--- src/hw/iesl_pkg.sv ---
// Constants for the serial-bus event, status and interrupt block.
// Assumes a 32-bit AXI4-Lite register bus with one register per word.
package iesl_pkg;
    localparam int IESL_AW = 8;
    // Register byte offsets
    localparam logic [7:0] IESL_CR_OFS = 8'h00;
    localparam logic [7:0] IESL_SR1_OFS = 8'h04;
    localparam logic [7:0] IESL_SR2_OFS = 8'h08;
    localparam logic [7:0] IESL_DR_OFS = 8'h0c;
    localparam logic [7:0] IESL_OAR_OFS = 8'h10;
    localparam logic [7:0] IESL_IST_OFS = 8'h14;
    localparam logic [7:0] IESL_IMSK_OFS = 8'h18;
    // control_reg fields
    localparam int IESL_CR_ITE = 0;
    localparam int IESL_CR_STOP = 1;
    localparam int IESL_CR_ACK = 2;
    localparam int IESL_CR_START = 3;
    localparam int IESL_CR_PE = 5;
    localparam logic [7:0] IESL_CR_RST = 8'h00;
    // Event vector layout, shared by flags, irq status and irq mask
    localparam int IESL_EV_SB = 0;
    localparam int IESL_EV_TEN_BIT_HEADER_SENT = 1;
    localparam int IESL_EV_OWN_ADDRESS_MATCHED = 2;
    localparam int IESL_EV_BTF = 3;
    localparam int IESL_EV_AF = 4;
    localparam int IESL_EV_STOPD = 5;
    localparam int IESL_EV_ARBITRATION_LOST = 6;
    localparam int IESL_EV_BUS_FAULT = 7;
    // bus_status_one fields
    localparam int IESL_S1_SB = 0;
    localparam int IESL_S1_MSL = 1;
    localparam int IESL_S1_OWN_ADDRESS_MATCHED = 2;
    localparam int IESL_S1_BTF = 3;
    localparam int IESL_S1_ADDS = 5;
    localparam int IESL_S1_TEN_BIT_HEADER_SENT = 6;
    localparam int IESL_S1_EVF = 7;
    // bus_status_two fields
    localparam int IESL_S2_BUS_FAULT = 0;
    localparam int IESL_S2_ARBITRATION_LOST = 1;
    localparam int IESL_S2_STOPD = 3;
    localparam int IESL_S2_AF = 4;
    // Misc values
    localparam logic [7:0] IESL_DR_RELEASE = 8'hff;
    localparam logic [6:0] IESL_GCALL = 7'h00;
    localparam logic [1:0] IESL_OKAY = 2'h0;
    localparam logic [1:0] IESL_SLVERR = 2'h2;
endpackage : iesl_pkg

--- src/hw/iesl_event_status.sv ---
// Event flags, status registers, clock stretch and interrupt of a
// two-wire serial interface, with an AXI4-Lite register slave.
// Assumes a byte engine on aclk that pulses the eng_* events, and
// SCL/SDA pins from outside that are synchronised here.
`timescale 1ns/1ps
`default_nettype none
module iesl_event_status
    import iesl_pkg::*;
(
    input wire logic aclk,
    input wire logic aresetn,
    input wire logic [IESL_AW-1:0] s_axi_awaddr,
    input wire logic s_axi_awvalid,
    output logic s_axi_awready,
    input wire logic [31:0] s_axi_wdata,
    input wire logic [3:0] s_axi_wstrb,
    input wire logic s_axi_wvalid,
    output logic s_axi_wready,
    output logic [1:0] s_axi_bresp,
    output logic s_axi_bvalid,
    input wire logic s_axi_bready,
    input wire logic [IESL_AW-1:0] s_axi_araddr,
    input wire logic s_axi_arvalid,
    output logic s_axi_arready,
    output logic [31:0] s_axi_rdata,
    output logic [1:0] s_axi_rresp,
    output logic s_axi_rvalid,
    input wire logic s_axi_rready,
    input wire logic scl_i,
    output logic scl_o,
    output logic scl_oe,
    input wire logic sda_i,
    input wire logic eng_start_done,
    input wire logic eng_addr_sent,
    input wire logic eng_ten_bit_sent,
    input wire logic eng_byte_done,
    input wire logic eng_byte_is_tx,
    input wire logic eng_byte_is_addr,
    input wire logic eng_ack_fail,
    input wire logic eng_arb_lost,
    input wire logic eng_bus_fault,
    input wire logic eng_addr_valid,
    input wire logic [7:0] eng_rx_addr,
    input wire logic [7:0] eng_rx_data,
    input wire logic halt_mode,
    input wire logic global_mask,
    output logic [7:0] tx_data,
    output logic [7:0] ctrl,
    output logic ack_allow,
    output logic irq,
    output logic wake
);
    logic aw_hold_q, w_hold_q, wr_fire, rd_fire;
    logic [IESL_AW-1:0] aw_addr_q;
    logic [7:0] w_data_q;
    logic w_strb_q;
    logic [7:0] cr_q, oar_q, imsk_q, ist_q, flg_q, flg_d;
    logic [7:0] ev_set, ev_clr, sr1_val, sr2_val;
    logic adds_q, bd_pend_q, msl_q, seen_q, supp_q;
    logic scl_s1_q, scl_s2_q, sda_s1_q, sda_s2_q, sda_d_q;
    logic pe, run, stop_cond, match;
    logic sr1_rd, sr2_rd, dr_rd, dr_wr, cr_wr, stop_rel, bd_ok;
    logic adds_set, adds_clr, bd_defer, any_event;

    assign pe = cr_q[IESL_CR_PE];
    assign run = pe & ~halt_mode;
    assign wr_fire = aw_hold_q & w_hold_q & ~s_axi_bvalid;
    assign rd_fire = s_axi_arvalid & s_axi_arready;

    // AXI4-Lite write channel
    always_ff @(posedge aclk) begin
        if (!aresetn) begin
            aw_hold_q <= 1'b0;
            w_hold_q <= 1'b0;
            aw_addr_q <= '0;
            w_data_q <= 8'h00;
            w_strb_q <= 1'b0;
            s_axi_awready <= 1'b0;
            s_axi_wready <= 1'b0;
            s_axi_bvalid <= 1'b0;
            s_axi_bresp <= IESL_OKAY;
        end else begin
            s_axi_awready <= ~aw_hold_q & ~s_axi_awready ? 1'b1
                : s_axi_awready & ~s_axi_awvalid;
            s_axi_wready <= ~w_hold_q & ~s_axi_wready ? 1'b1
                : s_axi_wready & ~s_axi_wvalid;
            if (s_axi_awvalid && s_axi_awready) begin
                aw_hold_q <= 1'b1;
                aw_addr_q <= s_axi_awaddr;
            end
            if (s_axi_wvalid && s_axi_wready) begin
                w_hold_q <= 1'b1;
                w_data_q <= s_axi_wdata[7:0];
                w_strb_q <= s_axi_wstrb[0];
            end
            if (wr_fire) begin
                s_axi_bvalid <= 1'b1;
                s_axi_bresp <= (aw_addr_q[1:0] == 2'h0
                    && aw_addr_q <= IESL_IMSK_OFS)
                    ? IESL_OKAY : IESL_SLVERR;
            end
            if (s_axi_bvalid && s_axi_bready) begin
                s_axi_bvalid <= 1'b0;
                aw_hold_q <= 1'b0;
                w_hold_q <= 1'b0;
            end
        end
    end

    // Write strobes that have side effects
    assign cr_wr = wr_fire & w_strb_q & aw_addr_q == IESL_CR_OFS;
    assign dr_wr = wr_fire & w_strb_q & aw_addr_q == IESL_DR_OFS;
    // Reads with side effects
    assign sr1_rd = rd_fire & s_axi_araddr == IESL_SR1_OFS;
    assign sr2_rd = rd_fire & s_axi_araddr == IESL_SR2_OFS;
    assign dr_rd = rd_fire & s_axi_araddr == IESL_DR_OFS;

    // Stop request dropped by software releases the lines
    assign stop_rel = cr_wr & cr_q[IESL_CR_STOP] & ~w_data_q[IESL_CR_STOP];

    // Registers frozen in halt
    always_ff @(posedge aclk) begin
        if (!aresetn) begin
            cr_q <= IESL_CR_RST;
            oar_q <= 8'h00;
            imsk_q <= 8'h00;
            tx_data <= 8'h00;
        end else if (!halt_mode && wr_fire && w_strb_q) begin
            case (aw_addr_q)
                IESL_CR_OFS: cr_q <= w_data_q;
                IESL_OAR_OFS: oar_q <= w_data_q;
                IESL_IMSK_OFS: imsk_q <= w_data_q;
                IESL_DR_OFS: tx_data <= w_data_q;
                default: ;
            endcase
        end
    end

    // Pin synchronisers; first stages feed only second stages
    always_ff @(posedge aclk) begin
        if (!aresetn) begin
            scl_s1_q <= 1'b1;
            scl_s2_q <= 1'b1;
            sda_s1_q <= 1'b1;
            sda_s2_q <= 1'b1;
            sda_d_q <= 1'b1;
        end else begin
            scl_s1_q <= scl_i;
            scl_s2_q <= scl_s1_q;
            sda_s1_q <= sda_i;
            sda_s2_q <= sda_s1_q;
            sda_d_q <= sda_s2_q;
        end
    end

    // Stop is SDA rising while SCL is high
    assign stop_cond = scl_s2_q & sda_s2_q & ~sda_d_q;
    assign match = eng_rx_addr[7:1] == oar_q[7:1]
        || eng_rx_addr[7:1] == IESL_GCALL;

    // Address-sent event
    assign adds_set = run & eng_addr_sent;
    assign adds_clr = seen_q & cr_wr;
    assign bd_ok = eng_byte_done & (eng_byte_is_tx | cr_q[IESL_CR_ACK]);
    assign bd_defer = bd_ok & eng_byte_is_addr & (adds_q | adds_set);

    always_comb begin
        ev_set = 8'h00;
        ev_clr = 8'h00;
        ev_set[IESL_EV_SB] = run & eng_start_done;
        ev_set[IESL_EV_TEN_BIT_HEADER_SENT] = run & eng_ten_bit_sent;
        ev_set[IESL_EV_OWN_ADDRESS_MATCHED] = run & eng_addr_valid & match;
        ev_set[IESL_EV_BTF] = run & ((bd_ok & ~bd_defer)
            | (bd_pend_q & adds_clr & ~adds_set));
        ev_set[IESL_EV_AF] = run & eng_ack_fail;
        ev_set[IESL_EV_STOPD] = run & stop_cond & ~supp_q;
        ev_set[IESL_EV_ARBITRATION_LOST] = run & eng_arb_lost;
        ev_set[IESL_EV_BUS_FAULT] = run & eng_bus_fault;
        ev_clr[IESL_EV_SB] = seen_q & dr_wr;
        ev_clr[IESL_EV_TEN_BIT_HEADER_SENT] = seen_q & dr_wr;
        ev_clr[IESL_EV_OWN_ADDRESS_MATCHED] = sr1_rd;
        ev_clr[IESL_EV_BTF] = seen_q & (dr_rd | dr_wr)
            | stop_rel | dr_wr & w_data_q == IESL_DR_RELEASE;
        ev_clr[IESL_EV_AF] = sr1_rd;
        ev_clr[IESL_EV_STOPD] = sr2_rd;
        ev_clr[IESL_EV_ARBITRATION_LOST] = sr2_rd;
        ev_clr[IESL_EV_BUS_FAULT] = sr2_rd;
        // Set beats a clear in the same cycle
        if (halt_mode) begin
            flg_d = flg_q;
        end else if (!pe) begin
            flg_d = 8'h00;
        end else begin
            flg_d = ev_set | (flg_q & ~ev_clr);
        end
    end

    always_ff @(posedge aclk) begin
        if (!aresetn) begin
            flg_q <= 8'h00;
        end else begin
            flg_q <= flg_d;
        end
    end

    // Address-sent flag and the byte_done held back behind it
    always_ff @(posedge aclk) begin
        if (!aresetn) begin
            adds_q <= 1'b0;
            bd_pend_q <= 1'b0;
        end else if (!halt_mode) begin
            adds_q <= pe & (adds_set | (adds_q & ~adds_clr));
            bd_pend_q <= pe & (bd_defer
                | (bd_pend_q & ~(adds_clr & ~adds_set)));
        end
    end

    // controller_role
    always_ff @(posedge aclk) begin
        if (!aresetn) begin
            msl_q <= 1'b0;
        end else if (!halt_mode) begin
            if (!pe || stop_cond || eng_arb_lost) begin
                msl_q <= 1'b0;
            end else if (cr_wr && w_data_q[IESL_CR_START]) begin
                msl_q <= 1'b1;
            end
        end
    end

    // Status-one read seen, consumed by the next data read or write, control write or status-two read
    always_ff @(posedge aclk) begin
        if (!aresetn) begin
            seen_q <= 1'b0;
        end else if (!halt_mode) begin
            if (!pe) begin
                seen_q <= 1'b0;
            end else if (sr1_rd) begin
                seen_q <= 1'b1;
            end else if (dr_rd || dr_wr || cr_wr || sr2_rd) begin
                seen_q <= 1'b0;
            end
        end
    end

    // Stop-release while the acknowledge-failure flag is set hides the next stop detection
    always_ff @(posedge aclk) begin
        if (!aresetn) begin
            supp_q <= 1'b0;
        end else if (!halt_mode) begin
            if (!pe || stop_cond) begin
                supp_q <= 1'b0;
            end else if (stop_rel && flg_q[IESL_EV_AF]) begin
                supp_q <= 1'b1;
            end
        end
    end

    assign any_event = |flg_q | adds_q;
    assign sr1_val = {any_event, flg_q[IESL_EV_TEN_BIT_HEADER_SENT], adds_q, 1'b0,
        flg_q[IESL_EV_BTF], flg_q[IESL_EV_OWN_ADDRESS_MATCHED], msl_q,
        flg_q[IESL_EV_SB]};
    assign sr2_val = {3'h0, flg_q[IESL_EV_AF], flg_q[IESL_EV_STOPD],
        1'b0, flg_q[IESL_EV_ARBITRATION_LOST], flg_q[IESL_EV_BUS_FAULT]};

    // AXI4-Lite read channel
    always_ff @(posedge aclk) begin
        if (!aresetn) begin
            s_axi_arready <= 1'b0;
            s_axi_rvalid <= 1'b0;
            s_axi_rdata <= 32'h0;
            s_axi_rresp <= IESL_OKAY;
        end else begin
            s_axi_arready <= ~s_axi_rvalid & ~rd_fire;
            if (rd_fire) begin
                s_axi_rvalid <= 1'b1;
                s_axi_rresp <= IESL_OKAY;
                case (s_axi_araddr)
                    IESL_CR_OFS: s_axi_rdata <= {24'h0, cr_q};
                    IESL_SR1_OFS: s_axi_rdata <= {24'h0, sr1_val};
                    IESL_SR2_OFS: s_axi_rdata <= {24'h0, sr2_val};
                    IESL_DR_OFS: s_axi_rdata <= {24'h0, eng_rx_data};
                    IESL_OAR_OFS: s_axi_rdata <= {24'h0, oar_q};
                    IESL_IST_OFS: s_axi_rdata <= {24'h0, ist_q};
                    IESL_IMSK_OFS: s_axi_rdata <= {24'h0, imsk_q};
                    default: begin
                        s_axi_rdata <= 32'h0;
                        s_axi_rresp <= IESL_SLVERR;
                    end
                endcase
            end else if (s_axi_rvalid && s_axi_rready) begin
                s_axi_rvalid <= 1'b0;
            end
        end
    end

    // Sticky interrupt status, write one to clear, set wins
    always_ff @(posedge aclk) begin
        if (!aresetn) begin
            ist_q <= 8'h00;
        end else if (!halt_mode) begin
            ist_q <= ev_set | (ist_q & ~({8{wr_fire & w_strb_q
                & aw_addr_q == IESL_IST_OFS}} & w_data_q));
        end
    end

    // Interrupt, wake request and pin outputs
    always_ff @(posedge aclk) begin
        if (!aresetn) begin
            irq <= 1'b0;
            wake <= 1'b0;
            scl_o <= 1'b0;
            scl_oe <= 1'b0;
            ctrl <= IESL_CR_RST;
            ack_allow <= 1'b0;
        end else begin
            irq <= cr_q[IESL_CR_ITE] & ~global_mask
                & |(ist_q & imsk_q);
            wake <= ~halt_mode & cr_q[IESL_CR_ITE]
                & |(ist_q & imsk_q);
            scl_o <= 1'b0;
            scl_oe <= pe & (flg_q[IESL_EV_BTF]
                | flg_q[IESL_EV_OWN_ADDRESS_MATCHED]);
            ctrl <= cr_q;
            ack_allow <= run & cr_q[IESL_CR_ACK];
        end
    end
endmodule : iesl_event_status
`default_nettype wire

--- config.mk ---
export PLATFORM = sky130hd
export DESIGN_NAME = iesl_event_status
export DESIGN_NICKNAME = d
export VERILOG_FILES = /design/src/hw/iesl_pkg.sv /design/src/hw/iesl_event_status.sv
export SDC_FILE = /design/constraint.sdc
export NUM_CORES = 1
export LEC_CHECK = 0
export ABC_AREA = 1
export BUFFER_PORTS_ARGS = -buffer_cell sky130_fd_sc_hd__buf_4
export CORE_MARGIN = 8
export CORE_UTILIZATION = 50
export CTS_BUF_LIST = sky130_fd_sc_hd__clkbuf_4
export CTS_CLUSTER_DIAMETER = 80
export DETAILED_ROUTE_END_ITERATION = 8
export GPL_TIMING_DRIVEN = 0
export PLACE_DENSITY = 0.87
export SYNTH_ARGS = -nofsm -noshare
export SYNTH_HDL_FRONTEND = slang
export SYNTH_SLANG_ARGS = --single-unit
--- constraint.sdc ---
create_clock -name aclk -period 1.7 [get_ports aclk]
set_input_delay 0.34 -clock aclk [delete_from_list [all_inputs] [get_ports aclk]]
set_output_delay 0.34 -clock aclk [all_outputs]
set_load 0.01 [all_outputs]
# Yosys cells after proc, flatten, opt, wreduce, memory -nomap -nowiden
# Cells that the tools add are included.
# totals
inputBits	89
register_bits	130
output_inout_bits	62
wordCells	187
# op_classes
reduce_logical	35
n_eq_ne	13
n_mux	15
bitwise_logic	89
n_lt_le_gt_ge	1
# ops
op	n
case mux 8 bit (7 select lines)	1
bitwise AND 1 bit	52
== test 8 x 5 -> 1 bit (second input constant)	6
bitwise AND 8 bit	4
== test 8 x 4 -> 1 bit (second input constant)	3
inverter 1 bit	19
logical NOT 8 bit	2
inverter 8 bit	2
bitwise OR 8 bit	2
OR reduction 8 bit	2
AND reduction 2 bit	7
2-to-1 mux 1 bit	11
bitwise OR 1 bit	10
logical AND 1 bit	9
== test 8 x 3 -> 1 bit (second input constant)	1
== test 8 bit (second input constant)	1
<= comparator 8 x 5 -> 1 bit (second input constant)	1
2-to-1 mux 8 bit	1
== test 7 bit	1
logical NOT 7 bit	1
OR reduction 7 bit	1
logical OR 1 bit	6
nonzero test 2 bit	3
2-to-1 mux 2 bit	2
other kinds (4)	5

# Depth between registers and ports, before layout
# depth
ltp_word	12
depth_mapped	11
depth_no_buf	11

# Least setup slack after synthesis
# OpenSTA, ideal clock, no wires.
# synth_path
kind	register -> register
start	reg s_axi_bvalid
end	reg cr_q[4]
required_time_ps	1587
period_less_slack_ps	1279
path_stages_with_launch	10
setup_time_ps	113
t_arrival_ps	1167
slack_ps	421
n_path_buf	1
path_cell_list	dfxtp_1 inv_2 nand3_2 nor2_4 nand3_4 nor2_8 buf_6 nand2_1 o21ai_1 inv_2
# synth_via
elab_chain_cells	5
# synth_lines
element	line	source
start, declared	iesl_event_status.sv:20	output logic s_axi_bvalid,
start signal, assigned	iesl_event_status.sv:80	s_axi_bvalid <= 1'b0;
start signal, assigned	iesl_event_status.sv:97	s_axi_bvalid <= 1'b1;
start signal, assigned	iesl_event_status.sv:103	s_axi_bvalid <= 1'b0;
inverter 1 bit	iesl_event_status.sv:67	assign wr_fire = aw_hold_q & w_hold_q & ~s_axi_bvalid;
bitwise AND 1 bit	iesl_event_status.sv:67	
logical AND 1 bit (2 in series)	iesl_event_status.sv:128	end else if (!halt_mode && wr_fire && w_strb_q) begin
AND reduction 2 bit (no source line)	n/a	
end signal, assigned	iesl_event_status.sv:130	IESL_CR_OFS: cr_q <= w_data_q;
end, declared	iesl_event_status.sv:57	logic [7:0] cr_q, oar_q, imsk_q, ist_q, flg_q, flg_d;
# No other way between the ends.
# A chain may end at the register's enable or synchronous reset.

# Worst setup path after layout
# layout_path
start	reg s_axi_bvalid
end	reg cr_q[7]
# The elaborated chain is that of the path after synthesis.

==> flow_metrics.py <==
metrics = {
    "timing": {
        "worst_pin_slew_ns": 0.557,
        "holdWs_ns": 0.0510,
        "tns_ns": 0,
        "finClkSkew_ns": 0.0217,
        "setup_viol": 0,
        "rsz0062_at_grt": "no",
        "maxSlewViolCount": 0,
        "fin_crit_ns": 1.60,
        "clock.fmax_ghz": 0.627,
        "finalWorstSetupSlack_ns": 0.105,
        "hold_viol": 0,
        "period_share_pct": 93.8,
        "slew-limit-headroom_pct": 62.9,
    },
    "yosys": {
        "netlist_area_um2": 4920,
        "synth_edf_count": 0,
        "yosysSeqAreaShare_pct": 42.3,
        "ys_ff_latch": 104,
        "yosysWarnings": 0,
        "avgSynthCellArea_um2": 7.48,
        "synth_area_leaders": "dfxtp_1 (42%), nand2_1 (9.5%), a21oi_1 (6.4%), o21ai_0 (5.6%), inv_1 (5.1%)",
        "syn_inst": 658,
        "synth_top_area_cell": "dfxtp_1",
        "yosys.area.top_type_share_pct": 42.3,
        "yosysUniqueCellTypes": 42,
        "async_reset_ff_share_pct": 0,
        "yosys_most_used_dff": "dfxtp_1",
    },
    "layout": {
        "fin_nets": 880,
        "n_antenna_cell": 0,
        "final_common_cell": "nand2_1",
        "final_cell_mix": "nand2_1 (125), buf_4 (124), dfxtp_1 (104)",
        "layout-drive-gt1-share_pct": 26.3,
        "utilization_pct": 62.5,
        "area_growth_pct": 22.8,
    },
    "routing": {
        "first_pass_iters": 5,
        "via_per_inst": 5.04,
        "via_count": 4684,
        "drt.antenna.violating_nets": 0,
        "route.detailed.drc": 0,
        "wl_um": 13700,
        "post_drt_wl_per_cell_um": 14.7,
        "drtIter0Drc": 403,
    },
    "cts": {
        "clk_pin_slew_ns": 0.15,
        "cts-root-buf": "clkbuf_4",
        "htreeDepth": 3,
        "cts.sinks": 104,
        "cts_made_buffers": 9,
        "clock_latency_ns": 0.45,
        "cts_tree": "done",
        "cts_buffer_depth": 2,
        "cts_resized": 0,
    },
    "die": {
        "rows": 36,
        "core_area_um2": 9680,
        "ioPinCount": 151,
        "start_util_pct": 50.9,
        "chipHeight_um": 115,
        "die_area_um2": 13300,
        "die_w_um": 115,
    },
    "placed_design": {
        "place_congestion": 0.927,
        "port_buffers": 94,
        "dp_slack_ns": 0.0742,
        "place_hpwl_um": 10700,
    },
    "grt": {
        "grt_pass1_vias": 4558,
        "grt.total_usage_pct": 20.7,
        "grt_max_degree": 17,
        "antenna_found_initial": 0,
        "gr-total-overflow": 0,
        "grt_pass1_wl_um": 21700,
    },
    "worst_setup_path": {
        "path_cells": "inv_2, nand3_2, nor2_4, nand3_4, nor2_8, buf_6, nand2_1, o21ai_1, inv_2",
        "arrival_ns": 1.93,
        "slowest_stage": "dfxtp_1",
        "start_kind": "flip-flop",
        "critPathMaxFanout": 10,
        "max_stage_delay_ns": 0.37,
        "cpMostUsedCell": "inv_2",
        "crit_type": "reg -> reg",
        "r2r_cells": 9,
        "cp.required_ns": 2.04,
        "crit_path_end_kind": "flip-flop",
    },
    "min_path": {
        "hold_depth": 2,
        "hold_class": "in -> reg",
    },
    "power_and_ir_drop": {
        "ir_worst_vdd_mv": 0.460,
        "power_density_nw_per_um2": 719,
        "power_switching_w": 0.00115,
        "pwr-share-comb_pct": 12.2,
        "clkPwrFrac_pct": 29.5,
        "power.total_w": 0.00435,
        "pwr-share-seq_pct": 58.3,
        "p_sw_share_pct": 26.4,
        "p_int_w": 0.00320,
        "p_leak_nw": 2.70,
    },
    "flow_run": {
        "maxCapViolCount": 0,
    },
    "status": {
        "status": "completed",
    },
}
## worst max-delay path, delay by kind of cell, from the launching register on
| kind | cells | cell delay [ns] |
|---|---|---|
| AOI/OAI and AO/OA | 1 | 0.13 |
| buffers and inverters | 3 | 0.30 |
| DFF | 1 | 0.37 |
| and+or+nand+nor | 5 | 0.68 |
## repair_timing
item,CTS,global route
endpoints found under the hold margin,0,1
buffers inserted,0,1
hold buffers,0,1
endpoints found under the setup margin,0,2
## Yosys cell counts (6+ instances only)
cell and instances:
nor2_1 44, nand3_1 44, nand2_2 6, buf_4 29, nor2_2 6, dfxtp_1 104, o21ai_1 11, inv_2 14
xnor2_1 7, o22ai_1 7, clkbuf_1 9, nand2_1 125, or2_2 6, a21oi_1 63, inv_1 67, nand4_1 7
o21ai_0 55
## final cells by class
type	instances	area, um^2
Fill cell	900	3630
Multi-Input combinational cell	448	2290
Sequential cell	104	2080
Timing Repair Buffer	96	723
Buffer	47	327
Inverter	85	320
Tap cell	133	166
Clock buffer	11	82.6
Clock inverter	5	55.1
## per-stage QoR
step,cells,instance area [um^2]
final,929,6050
after floorplan,684,5020
after detailed placement,911,5890
after global routing,929,6050
after global placement,911,5890
after CTS,927,6030
## layer usage
| metal | share of wire, % | track usage (%) | vias up | routed length (um) |
|---|---|---|---|---|
| li1 | - | - | 2360 | - |
| met1 | 42 | 25.5 | 2095 | 5790 |
| met2 | 46 | 33.9 | 199 | 6320 |
| met3 | 8.8 | 3.99 | 30 | 1200 |
| met4 | 2.8 | 10.3 | 0 | 390 |
| met5 | 0 | 0 | - | 0 |
## path summary, 6_finish.rpt
check | slack, ns | endpoint | startpoint
max | 0.10 | cr_q[7]$_SDFFE_PN0P_ | s_axi_bvalid$_SDFFE_PP0N_
min | 0.05 | s_axi_awready$_SDFF_PN0_ | s_axi_awvalid
max reg2reg | 0.10 | cr_q[7]$_SDFFE_PN0P_ | s_axi_bvalid$_SDFFE_PP0N_
min reg2reg | 0.44 | scl_s2_q$_SDFF_PN1_ | scl_s1_q$_SDFF_PN1_
## flip-flops by register name, summed over array words and instances (netlist names), 8 cells and up
signal       flops
ctrl             8
s_axi_rdata      8
flg_q            8
tx_data          8
imsk_q           8
cr_q             8
ist_q            8
aw_addr_q        8
w_data_q         8
oar_q            8
## power by group through the flow
stage | clock, W | sequential (W) | combinational [W]
after CTS | 0.00129 | 0.00253 | 0.000522
after floorplan | 0 | 0.00258 | 0.000318
final | 0.00128 | 0.00254 | 0.000529
after global placement | 0 | 0.00258 | 0.000511
after global routing | 0.00138 | 0.00254 | 0.000581
after detailed placement | 0 | 0.00259 | 0.000519
## logic make-up after synthesis
group	synth area share, %
flip-flops	42.3
other	0.0761
AND/OR/NAND/NOR	26.2
XOR/XNOR	1.24
AO/OA/AOI/OAI	17.1
buffers and inverters	13.1
No activity file was read; power rests on OpenSTA's default activity.
